==> src/hw/dsc_pkg.sv <==
/*
  Shared constants and types of the dual switch control logic: register map,
  control word layout, reset values and timing counts.
  Assumes a 40 MHz system clock and a 32-bit APB register bus.
*/
package dsc_pkg;

  localparam int CLK_PERIOD_NS = 25;

  // Register byte offsets.
  localparam logic [7:0] OFS_CTRL = 8'h00;
  localparam logic [7:0] OFS_STATUS = 8'h04;
  localparam logic [7:0] OFS_INT_STAT = 8'h08;
  localparam logic [7:0] OFS_INT_MASK = 8'h0C;
  localparam logic [7:0] OFS_FRAME = 8'h10;
  localparam logic [7:0] OFS_FAULT = 8'h14;

  // Interrupt status bit positions.
  localparam int INT_FRAME_OK = 0;
  localparam int INT_FRAME_ERR = 1;
  localparam int INT_FAILSAFE = 2;
  localparam int INT_FAULT = 3;

  // Serial frame length in bits.
  localparam logic [4:0] FRAME_BITS = 5'h10;

  // Host silence before fail-safe entry, and its count of cycles (longest time, rounded down).
  localparam int WDOG_TIMEOUT_NS = 1000000;
  localparam int WDOG_CYCLES = WDOG_TIMEOUT_NS / CLK_PERIOD_NS;
  // Settling time of the sense output after a switching edge (least time, rounded up).
  localparam int SETTLE_NS = 10000;
  localparam logic [15:0] SETTLE_CYCLES = 16'((SETTLE_NS + CLK_PERIOD_NS - 1) / CLK_PERIOD_NS);
  // Period of the internal PWM time-base tick.
  localparam int INT_TICK_NS = 1000;
  localparam logic [5:0] INT_TICK_CYCLES = 6'((INT_TICK_NS + CLK_PERIOD_NS - 1) / CLK_PERIOD_NS);

  typedef enum logic [1:0] {
    MODE_DIRECT,
    MODE_INT_CLK,
    MODE_EXT_CLK,
    MODE_OFF
  } dsc_mode_t;

  // Control word; the same layout is carried by a 16-bit serial frame.
  typedef struct packed {
    logic [1:0] spare;
    logic [3:0] duty1;
    logic [3:0] duty0;
    logic sense_hi;
    logic sense_temp;
    dsc_mode_t mode1;
    dsc_mode_t mode0;
  } dsc_ctrl_t;

  localparam dsc_ctrl_t CTRL_RST = 16'h0000;
  localparam logic [3:0] INT_MASK_RST = 4'h0;

  typedef struct packed {
    dsc_ctrl_t ctrl;
    logic [15:0] last_frame;
    logic [15:0] shreg;
    logic [4:0] bitcnt;
    logic sclk_q;
    logic cs_q;
    logic pwm_q;
    logic failsafe;
    logic [31:0] wdog;
    logic [5:0] tick_cnt;
    logic [3:0] pwm0;
    logic [3:0] pwm1;
    logic [1:0] sw;
    logic [1:0] fault;
    logic sleep;
    logic [1:0] oc;
    logic [15:0] settle;
    logic [3:0] int_stat;
    logic [3:0] int_mask;
  } dsc_state_t;

endpackage

==> src/hw/dsc_ctrl.sv <==
/*
  Control logic of a dual high-side switch: serial command port, channel
  switching from direct input, internal or external time base, fail-safe on
  host silence, fault signalling, sense selection and an APB register file.
  Assumes all pins except APB and fault_det_i are asynchronous to clk_i.
*/
// Our own choices: register access over APB and the placing of the registers.
`timescale 1ns/1ps
module dsc_ctrl #(
  parameter int WDOG_CYCLES = dsc_pkg::WDOG_CYCLES
) (
  // Clock and reset.
  input wire logic clk_i,
  input wire logic rst_i,
  // APB slave.
  input wire logic psel_i,
  input wire logic penable_i,
  input wire logic pwrite_i,
  input wire logic [7:0] paddr_i,
  input wire logic [31:0] pwdata_i,
  output logic [31:0] prdata_o,
  output logic pready_o,
  output logic pslverr_o,
  output logic irq_o,
  // Serial command port.
  input wire logic sclk_i,
  input wire logic si_i,
  input wire logic chip_sel_n_i,
  output logic so_o,
  output logic so_oe_o,
  // Device pins.
  input wire logic [1:0] direct_in_i,
  input wire logic [1:0] oc_profile_sel_i,
  input wire logic pwm_clk_i,
  input wire logic reset_in_n_i,
  // Protection detectors, one per channel.
  input wire logic [1:0] fault_det_i,
  // Channel and sense controls.
  output logic [1:0] switch_out_o,
  output logic [1:0] oc_profile_o,
  output logic sense_out_temp_o,
  output logic sense_out_hi_o,
  output logic sleep_o,
  // Open-drain indicators.
  input wire logic failsafe_ind_n_i,
  output logic failsafe_ind_n_o,
  output logic failsafe_ind_n_oe_o,
  input wire logic fault_ind_n_i,
  output logic fault_ind_n_o,
  output logic fault_ind_n_oe_o,
  input wire logic sense_sync_n_i,
  output logic sense_sync_n_o,
  output logic sense_sync_n_oe_o
);

  if (WDOG_CYCLES < 2) begin : g_chk
    $error("WDOG_CYCLES must be at least 2");
  end

  localparam logic [31:0] WDOG_LAST = 32'(WDOG_CYCLES - 1);

  dsc_pkg::dsc_state_t st;
  dsc_pkg::dsc_state_t next_st;

  logic [8:0] pins_s;
  logic [1:0] in_s;
  logic [1:0] conf_s;
  logic sclk_s;
  logic si_s;
  logic cs_s;
  logic pwm_s;
  logic pin_rst;
  logic cs_fall;
  logic cs_rise;
  logic sclk_rise;
  logic pwm_rise;
  logic frame_ok;
  logic apb_wr;
  logic int_tick;
  logic [15:0] reply;
  logic [3:0] ev;
  logic [1:0] want;

  // All input pins but APB, fault_det_i and the open-drain indicator inputs pass two flops first; the external PWM clock among them.
  // Reset values are the idle pin levels, so no false edge follows reset.
  dsc_sync2 #(
    .W(9),
    .RST_VAL(9'h140)
  ) u_sync (
    .clk_i(clk_i),
    .rst_i(rst_i),
    .d_i({reset_in_n_i, pwm_clk_i, chip_sel_n_i, si_i, sclk_i, oc_profile_sel_i, direct_in_i}),
    .q_o(pins_s)
  );

  assign in_s = pins_s[1:0];
  assign conf_s = pins_s[3:2];
  assign sclk_s = pins_s[4];
  assign si_s = pins_s[5];
  assign cs_s = pins_s[6];
  assign pwm_s = pins_s[7];
  assign pin_rst = ~pins_s[8];

  assign cs_fall = st.cs_q & ~cs_s;
  assign cs_rise = ~st.cs_q & cs_s;
  assign sclk_rise = ~st.sclk_q & sclk_s;
  assign pwm_rise = ~st.pwm_q & pwm_s;
  assign frame_ok = cs_rise & (st.bitcnt == dsc_pkg::FRAME_BITS);
  assign apb_wr = psel_i & penable_i & pwrite_i;
  assign int_tick = st.tick_cnt == dsc_pkg::INT_TICK_CYCLES - 6'h01;
  assign reply = {st.fault, st.failsafe, st.sleep, st.sw, st.oc, st.int_stat, 4'h0};

  always_comb begin
    next_st = st;
    ev = 4'h0;
    want = 2'h0;
    next_st.sclk_q = sclk_s;
    next_st.cs_q = cs_s;
    next_st.pwm_q = pwm_s;
    // Serial shift: load the reply at select, shift on each clock rise.
    if (cs_fall) begin
      next_st.shreg = reply;
      next_st.bitcnt = 5'h00;
    end else if (!cs_s && sclk_rise) begin
      next_st.shreg = {st.shreg[14:0], si_s};
      if (st.bitcnt <= dsc_pkg::FRAME_BITS) begin
        next_st.bitcnt = st.bitcnt + 5'h01;
      end
    end
    if (frame_ok) begin
      next_st.ctrl = st.shreg;
      next_st.last_frame = st.shreg;
      ev[dsc_pkg::INT_FRAME_OK] = 1'b1;
    end else if (cs_rise) begin
      ev[dsc_pkg::INT_FRAME_ERR] = 1'b1;
    end
    // Host silence watchdog; only a good frame feeds it.
    if (frame_ok) begin
      next_st.wdog = 32'h0000_0000;
      next_st.failsafe = 1'b0;
    end else if (!st.failsafe) begin
      if (st.wdog == WDOG_LAST) begin
        next_st.failsafe = 1'b1;
        next_st.wdog = 32'h0000_0000;
        ev[dsc_pkg::INT_FAILSAFE] = 1'b1;
      end else begin
        next_st.wdog = st.wdog + 32'h0000_0001;
      end
    end
    // Time bases: a free internal tick, or the synchronised external edge.
    next_st.tick_cnt = int_tick ? 6'h00 : st.tick_cnt + 6'h01;
    if ((st.ctrl.mode0 == dsc_pkg::MODE_INT_CLK && int_tick) ||
        (st.ctrl.mode0 == dsc_pkg::MODE_EXT_CLK && pwm_rise)) begin
      next_st.pwm0 = st.pwm0 + 4'h1;
    end
    if ((st.ctrl.mode1 == dsc_pkg::MODE_INT_CLK && int_tick) ||
        (st.ctrl.mode1 == dsc_pkg::MODE_EXT_CLK && pwm_rise)) begin
      next_st.pwm1 = st.pwm1 + 4'h1;
    end
    // An open direct input reads low through its pull-down, so direct control keeps it off.
    unique case (st.ctrl.mode0)
      dsc_pkg::MODE_DIRECT: want[0] = in_s[0];
      dsc_pkg::MODE_INT_CLK, dsc_pkg::MODE_EXT_CLK: want[0] = st.pwm0 < st.ctrl.duty0;
      dsc_pkg::MODE_OFF: want[0] = 1'b0;
    endcase
    unique case (st.ctrl.mode1)
      dsc_pkg::MODE_DIRECT: want[1] = in_s[1];
      dsc_pkg::MODE_INT_CLK, dsc_pkg::MODE_EXT_CLK: want[1] = st.pwm1 < st.ctrl.duty1;
      dsc_pkg::MODE_OFF: want[1] = 1'b0;
    endcase
    // Fail-safe hands both channels to their direct inputs; faults force off.
    if (st.failsafe) begin
      want = in_s;
    end
    next_st.sw = want & ~st.fault & {2{~st.sleep}};
    // Sense settling restarts at every switching edge.
    if (next_st.sw != st.sw) begin
      next_st.settle = 16'h0000;
    end else if (st.settle != dsc_pkg::SETTLE_CYCLES) begin
      next_st.settle = st.settle + 16'h0001;
    end
    next_st.oc = conf_s;
    next_st.sleep = pin_rst & ~|in_s;
    // Faults latch; a new detection wins over a clear in the same cycle.
    next_st.fault = st.fault;
    if (apb_wr && paddr_i == dsc_pkg::OFS_FAULT) begin
      next_st.fault = st.fault & ~pwdata_i[1:0];
    end
    next_st.fault = next_st.fault | fault_det_i;
    if (|(fault_det_i & ~st.fault)) begin
      ev[dsc_pkg::INT_FAULT] = 1'b1;
    end
    // Register writes.
    next_st.int_stat = st.int_stat;
    if (apb_wr) begin
      if (paddr_i == dsc_pkg::OFS_CTRL) begin
        next_st.ctrl = pwdata_i[15:0];
      end
      if (paddr_i == dsc_pkg::OFS_INT_STAT) begin
        next_st.int_stat = st.int_stat & ~pwdata_i[3:0];
      end
      if (paddr_i == dsc_pkg::OFS_INT_MASK) begin
        next_st.int_mask = pwdata_i[3:0];
      end
    end
    next_st.int_stat = next_st.int_stat | ev;
    // The reset pin restores configuration and faults and beats every other writer.
    if (pin_rst) begin
      next_st.ctrl = dsc_pkg::CTRL_RST;
      next_st.fault = 2'h0;
      next_st.int_mask = dsc_pkg::INT_MASK_RST;
    end
  end

  always_ff @(posedge clk_i) begin
    if (rst_i) begin
      st <= '0;
      st.ctrl <= dsc_pkg::CTRL_RST;
      st.int_mask <= dsc_pkg::INT_MASK_RST;
      st.sclk_q <= 1'b0;
      st.cs_q <= 1'b1;
    end else begin
      st <= next_st;
    end
  end

  // APB answers in the access phase with no wait state.
  always_comb begin
    prdata_o = 32'h0000_0000;
    pslverr_o = 1'b0;
    unique case (paddr_i)
      dsc_pkg::OFS_CTRL: prdata_o = {16'h0000, st.ctrl};
      dsc_pkg::OFS_STATUS: prdata_o = {24'h00_0000, st.oc, st.sw, st.sleep, st.fault != 2'h0, st.failsafe, cs_s};
      dsc_pkg::OFS_INT_STAT: prdata_o = {28'h000_0000, st.int_stat};
      dsc_pkg::OFS_INT_MASK: prdata_o = {28'h000_0000, st.int_mask};
      dsc_pkg::OFS_FRAME: prdata_o = {16'h0000, st.last_frame};
      dsc_pkg::OFS_FAULT: prdata_o = {30'h0000_0000, st.fault};
      default: pslverr_o = psel_i & penable_i;
    endcase
  end

  assign pready_o = 1'b1;
  assign irq_o = |(st.int_stat & st.int_mask);
  assign so_o = st.shreg[15];
  assign so_oe_o = ~cs_s;
  assign switch_out_o = st.sw;
  assign oc_profile_o = st.oc;
  assign sense_out_temp_o = st.ctrl.sense_temp;
  assign sense_out_hi_o = st.ctrl.sense_hi;
  assign sleep_o = st.sleep;
  assign failsafe_ind_n_o = 1'b0;
  assign failsafe_ind_n_oe_o = st.failsafe;
  assign fault_ind_n_o = 1'b0;
  assign fault_ind_n_oe_o = st.fault != 2'h0;
  assign sense_sync_n_o = 1'b0;
  assign sense_sync_n_oe_o = (st.sw != 2'h0) && (st.settle == dsc_pkg::SETTLE_CYCLES);
endmodule // dsc_ctrl

==> src/hw/dsc_sync2.sv <==
/*
  Two-stage synchroniser for a vector of pin levels.
  Assumes each bit is a slow level or an edge far longer than two clock periods.
*/
`timescale 1ns/1ps
module dsc_sync2 #(
  parameter int W = 1,
  parameter logic [W-1:0] RST_VAL = '0
) (
  // Clock and reset.
  input wire logic clk_i,
  input wire logic rst_i,
  // Levels.
  input wire logic [W-1:0] d_i,
  output logic [W-1:0] q_o
);

  typedef struct packed {
    logic [W-1:0] s1;
    logic [W-1:0] s2;
  } dsc_sync_st_t;

  dsc_sync_st_t st;
  dsc_sync_st_t next_st;

  always_comb begin
    next_st.s1 = d_i;
    next_st.s2 = st.s1;
  end

  always_ff @(posedge clk_i) begin
    if (rst_i) begin
      st <= {RST_VAL, RST_VAL};
    end else begin
      st <= next_st;
    end
  end

  assign q_o = st.s2;

endmodule // dsc_sync2

==> config.mk <==
export PLATFORM = sky130hd
export DESIGN_NAME = dsc_ctrl
export DESIGN_NICKNAME = d
export VERILOG_FILES = /design/src/hw/dsc_pkg.sv /design/src/hw/dsc_ctrl.sv /design/src/hw/dsc_sync2.sv
export SDC_FILE = /design/constraint.sdc
export NUM_CORES = 1
export LEC_CHECK = 0
export BUFFER_PORTS_ARGS = -buffer_cell sky130_fd_sc_hd__buf_2
export CORE_ASPECT_RATIO = 1.5
export CORE_MARGIN = 2
export CORE_UTILIZATION = 61
export DETAILED_ROUTE_END_ITERATION = 8
export GPL_TIMING_DRIVEN = 0
export PLACE_DENSITY_LB_ADDON = 0.2
export SETUP_SLACK_MARGIN = 0.2
export SLEW_MARGIN = 0
export SYNTH_ARGS = -nofsm -noshare
export SYNTH_HDL_FRONTEND = slang
export SYNTH_SLANG_ARGS = --single-unit
==> constraint.sdc <==
create_clock -name clk_i -period 3.7 [get_ports clk_i]
set_clock_uncertainty 0.15 [all_clocks]
set_input_delay 0.37 -clock clk_i [delete_from_list [all_inputs] [get_ports clk_i]]
set_output_delay 0.37 -clock clk_i [all_outputs]
set_load 0.1 [all_outputs]
## After elaboration in Yosys (flattened, before gate mapping)

Index checks and enable logic that the tools add are counted.

- $lt $le $gt $ge: 3
- Divide/modulo/power cells: 0
- Bitwise logic cells: 25
- $add $sub $neg: 6
- Reductions and logical operators: 30
- Shift-type cells: 0
- Eq/ne operators: 17
- Multipliers: 0
- Mux-type cells: 24

Operators with widths:

| operator | count |
|---|---|
| $pmux 16 s6 | 1 |
| $mux 32 | 2 |
| $mux 21 | 2 |
| $mux 33 | 1 |
| $add 32x1->32 const B | 1 |
| $eq 32x16->1 const B | 1 |
| $mux 16 | 2 |
| $reduce_or 2->1 | 9 |
| $add 16x1->16 const B | 1 |
| $eq 16x9->1 const B | 1 |
| $eq 8x4->1 const B | 2 |
| $eq 8x5->1 const B | 2 |
| $ne 16x9->1 const B | 1 |
| $add 4x1->4 const B | 2 |
| $and 1x1->1 | 8 |
| $and 2x2->2 | 4 |
| $and 4x4->4 | 2 |
| $eq 2x2->1 const B | 4 |
| $eq 8x3->1 const B | 1 |
| $logic_not 8->1 | 1 |
| $lt 4x4->1 | 2 |
| $mux 1 | 8 |
| $mux 4 | 2 |
| $mux 8 | 1 |
| 23 further kinds | 44 |

- Memories: 0
- Bits in writable memories: 0
- Flip-flop bits (word level): 152
- Output and inout port bits: 50
- Bits in latches: 0
- Memory bits (read-only): 0

## Logic depth before layout (Yosys ltp)

- Word-level depth: 8
- Gate-level depth with buffers: 10
- Depth with buffers taken out: 8

## Modules after synthesis

From an unflattened synthesis, not the netlist that was laid out.

- Cells, all modules: 795
- Area total of the unflattened synthesis: 6,956.7 um^2

By module, submodules not included:

| module | cells each | area each (um^2) | instances |
|---|---|---|---|
| dsc_ctrl | 758 | 6,462.4 | 1 |
| dsc_sync2 | 37 | 494.2 | 1 |

## Worst setup path after synthesis

No wires, ideal clock.

- Path kind: input port to output port
- Start: in paddr_i[5]
- End: out prdata_o[10]
- Arrival time: 2,425 ps
- Required time: 3,180 ps
- Path slack: 755 ps
- Stages on the path: 5
- Path through: nor4_2 -> nand3_1 -> nor3_1 -> clkbuf_1 -> a22o_1

- Longest elaborated chain between the ends: 2
- Elaborated cells on any way between the ends: 7

Ends and longest elaborated chain:

| what | line | RTL |
|---|---|---|
| from (decl) | dsc_ctrl.sv:19 | `input wire logic [7:0] paddr_i,` |
| $eq 8x5->1 (tied with other cells) | dsc_ctrl.sv:231 | `unique case (paddr_i)` |
| $pmux 16 s6 * | dsc_ctrl.sv:231 |  |
| to (decl) | dsc_ctrl.sv:21 | `output logic [31:0] prdata_o,` |

Mark *: on every way between the ends. The rest lies on a longest branch, timed or not.

## Worst setup path in the final report

- Start: in paddr_i[5]
- End: out prdata_o[5]

The elaborated chain is that of the path after synthesis.

==> summary.md <==
| Metric | Value |
|---|---|
| Routed Antenna Nets | `0` |
| Synth cell types | `53` |
| Inserted Diodes | `0` |
| Via density | `roughly 5.7` |
| Initial antenna violation count | `0` |
| Post-synthesis async set-or-reset flop share | `0%` |
| GRT Overall Usage | `29.6%` |
| Final net count | `between 900 and 1000` |
| Crit path DAT | `about 2.8 ns` |
| Gate Count Post-Synth | `between 700 and 800` |
| Crit-path max FO | `10` |
| M1 GR Usage | `32.0%` |
| Pwr Density | `about 440 nW/um^2` |
| Sw Ratio | `~26%` |
| Clock-pin transition on the worst setup and hold timing paths | `approximately 0.060 ns` |
| Share of cells above drive strength 1 | `around 17%` |
| Core area | `11000 sq um` |
| CTS Buf Count | `17` |
| Place WS | `0.107 ns` |
| DR WL/cell | `about 17 um` |
| Max-slew violation count | `0` |
| CTS tree | `yes` |
| R2r worst-path depth | `9` |
| Met2 GRT Util | `54.1%` |
| IO Pins | `roughly 110` |
| Die area | `approximately 12000 sq um` |
| Final setup margin | `approximately 0.39 ns` |
| Crit. End Element | `primary output` |
| RSZ-0062 raised after global routing | `no` |
| Combinational power share | `7.6%` |
| YS warnings | `0` |
| Slew at the pin closest to its max-slew limit | `between 0.8 and 0.9 ns` |
| Largest net degree at the start of global routing | `17` |
| Largest stage delay, worst path | `approximately 0.5 ns` |
| CP Class | `in2out` |
| Die width | `approximately 91 um` |
| Chip Height | `roughly 130 um` |
| Post-synth EDFFs | `0` |
| Gr busiest metal | `met2` |
| Cell with the largest stage delay on the worst path | `nor3_2` |
| Crit path required time | `3.18 ns` |
| GR met3 Demand/Resource | `5.45%` |
| Fmax | `slightly above 300 MHz` |
| CTS Root Cell | `clkbuf_16` |
| CTS Buffer Depth | `2` |
| Post-synth top flop | `dfxtp_1` |
| Hold Path Depth | `2` |
| 1st-pass router iterations | `6` |
| HP Class | `in2reg` |
| VDD IR-drop max | `0.301 mV` |
| Switch Pwr | `roughly 920 uW` |
| GRT Residual Overflow | `0` |
| Register bit total from synthesis | `152` |
| Mapped Area | `roughly 7000 sq um` |
| Sequential area share after synthesis | `between 40% and 50%` |
| Tot Pwr | `around 3.6 mW` |
| Fin crit period | `roughly 3.3 ns` |
| Status | `finished clean` |
| Initial DRC Count | `roughly 440` |
| Final core occ | `between 70% and 80%` |
| Slew headroom | `roughly two fifths` |
| Vias in the first global route | `5878` |
| Int Pwr | `2.64 mW` |
| Clk pwr share | `approximately 45%` |
| Pleak | `3.21 nW` |
| GPL Wtd Cong | `roughly 0.93` |
| Global-route wire length before repair | `28600 um` |
| IO buf count | `roughly 70` |
| Starting Density | `between 60% and 70%` |
| Synth-to-Final Area Change | `17.1%` |
| Worst path cell trace | `buf_2, nor4_2, nand3_1, nor3_2, clkbuf_1, a222oi_1, inv_1, buf_2` |
| Via count | `roughly 6000` |
| H-tree levels | `4` |
| Setup Total Neg Slack | `0 ns` |
| Post-route DRC | `0` |
| Fin crit share | `slightly below 90%` |
| Latest clock arrival within the worst-skew pair | `roughly 0.42 ns` |
| Critical path's most frequent cell | `buf_2` |
| Max cap viols | `0` |
| # setup viols final | `0` |
| Routed Wire Length | `between 15000 and 20000 um` |
| Core Rows | `between 40 and 50` |
| CTS Sinks | `approximately 150` |
| Final Hold Vio Count | `0` |
| DPL Wire Length | `around 13000 um` |
| Share of power burned in registers | `47.3%` |
| Worst setup SP type | `input port` |
| Avg Cell Area, Syn | `about 8.8 sq um` |
-- routing by layer --
layer / vias to the layer above / wire length (um)
met5: - / 0
met4: 0 / 714
met3: 44 / 951
met2: 202 / 9340
met1: 2846 / 6710
li1: 2900 / -
-- placed cells by master (no fill, tap or decap), types with 3 or more instances in the layout --
cell type | netlist | final
a21oi_1 | 54 | 54
a22o_1 | 12 | 12
a22oi_1 | 19 | 19
a311oi_1 | 16 | 16
a31oi_1 | 3 | 3
and2_1 | 4 | 4
and3_1 | 12 | 12
and4_1 | 3 | 3
buf_2 | 4 | 73
buf_4 | 26 | 26
clkbuf_1 | 30 | 32
clkbuf_16 | 0 | 17
clkinvlp_4 | 0 | 4
conb_1 | 2 | 20
dfxtp_1 | 152 | 152
dlygate4sd3_1 | 0 | 3
ha_1 | 20 | 20
inv_1 | 24 | 24
inv_6 | 0 | 4
mux2i_1 | 12 | 12
mux4_2 | 4 | 4
nand2_1 | 100 | 100
nand2b_1 | 3 | 3
nand3_1 | 23 | 23
nand4_1 | 16 | 16
nor2_1 | 93 | 93
nor2b_1 | 21 | 21
nor3_1 | 14 | 13
nor3b_1 | 4 | 4
nor4_1 | 5 | 5
nor4bb_1 | 3 | 3
o21ai_0 | 7 | 7
or2_2 | 8 | 8
or3_1 | 6 | 6
xnor2_1 | 18 | 18
xor2_1 | 34 | 34
-- power groups by stage --
stage | sequential, mW | combinational, mW | clock (mW)
2_1_floorplan | 1.71 | 0.208 | 0
3_3_place_gp | 1.72 | 0.261 | 0
4_1_cts | 1.68 | 0.269 | 1.61
3_5_place_dp | 1.72 | 0.266 | 0
5_1_grt | 1.69 | 0.288 | 1.69
6_report | 1.68 | 0.271 | 1.60
-- path summary, 6_finish.rpt --
check / end / slack, ns / start
setup reg to reg: st[20] / 0.92 / st[119]
hold / removal: u_sync.next_st[3] / 0.01 / oc_profile_sel_i[1]
setup / recovery: prdata_o[5] / 0.39 / paddr_i[5]
hold reg to reg: u_sync.q_o[6] / 0.26 / u_sync.next_st[6]
-- state kept, by name, indices dropped and copies added (netlist names), 2 cells and up --
name	cells
reply	6
st	119
switch_out_o	2
oc_profile_o	2
u_sync.next_st	9
u_sync.q_o	9
-- cell families (layout without fill, tap and decap cells) --
logic type / count (synthesis) / count (layout) / share of synthesized area [%]
simple gates: 329 / 329 / 23.3
flops: 152 / 152 / 44.2
compound gates: 129 / 129 / 12.8
buf+inv: 85 / 189 / 6.24
xor+xnor: 52 / 52 / 6.62
fa+ha+maj: 20 / 20 / 3.64
mux: 16 / 16 / 3.05
other cells: 2 / 20 / 0.109
-- worst max-delay path: cells and delay by family --
kind                   cells  cell delay [ns]
AO/OA/AOI/OAI              1             0.14
buffers and inverters      4             1.08
AND/OR/NAND/NOR            3             1.19
-- cell usage after synthesis (all sizes together) (15+ instances only) --
| master | instances | area share [%] |
|---|---|---|
| xor2 | 34 | 4.3 |
| a21oi | 54 | 3.9 |
| ha | 20 | 3.6 |
| clkbuf | 30 | 1.6 |
| buf | 31 | 3.3 |
| dfxtp | 152 | 44 |
| nor2b | 21 | 1.9 |
| nand2 | 100 | 5.5 |
| a311oi | 16 | 2.0 |
| nor2 | 93 | 5.1 |
| inv | 24 | 1.3 |
| nor3 | 15 | 1.2 |
| a22oi | 19 | 2.1 |
| nand4 | 16 | 1.5 |
| nand3 | 23 | 1.7 |
| xnor2 | 18 | 2.3 |
-- what timing repair did --
action,4_1_cts,5_1_grt
buffers inserted,0,0
setup endpoints to repair,10,0
hold buffers,3,0
resized for setup,1,0
endpoints found under the hold margin,3,0
-- through the flow --
step	hold slack (ns)	std cells	cell area [sq um]
6_report	0.00963	1054	8060
3_3_place_gp	0.242	1019	7480
2_1_floorplan	0.239	803	6950
5_1_grt	0.0199	1054	8060
4_1_cts	0.00384	1054	8060
3_5_place_dp	0.244	1019	7480
-- area by class of cell --
type	count	area, sq um
tap	147	184
sequential	152	3040
fill	873	2930
timing repair buffer	72	375
buffer	61	339
clock inverter	11	87.6
multi-input combinational	566	3480
clock buffer	21	460
inverter	24	90.1
Note: power is estimated with default switching activity, not from simulation.
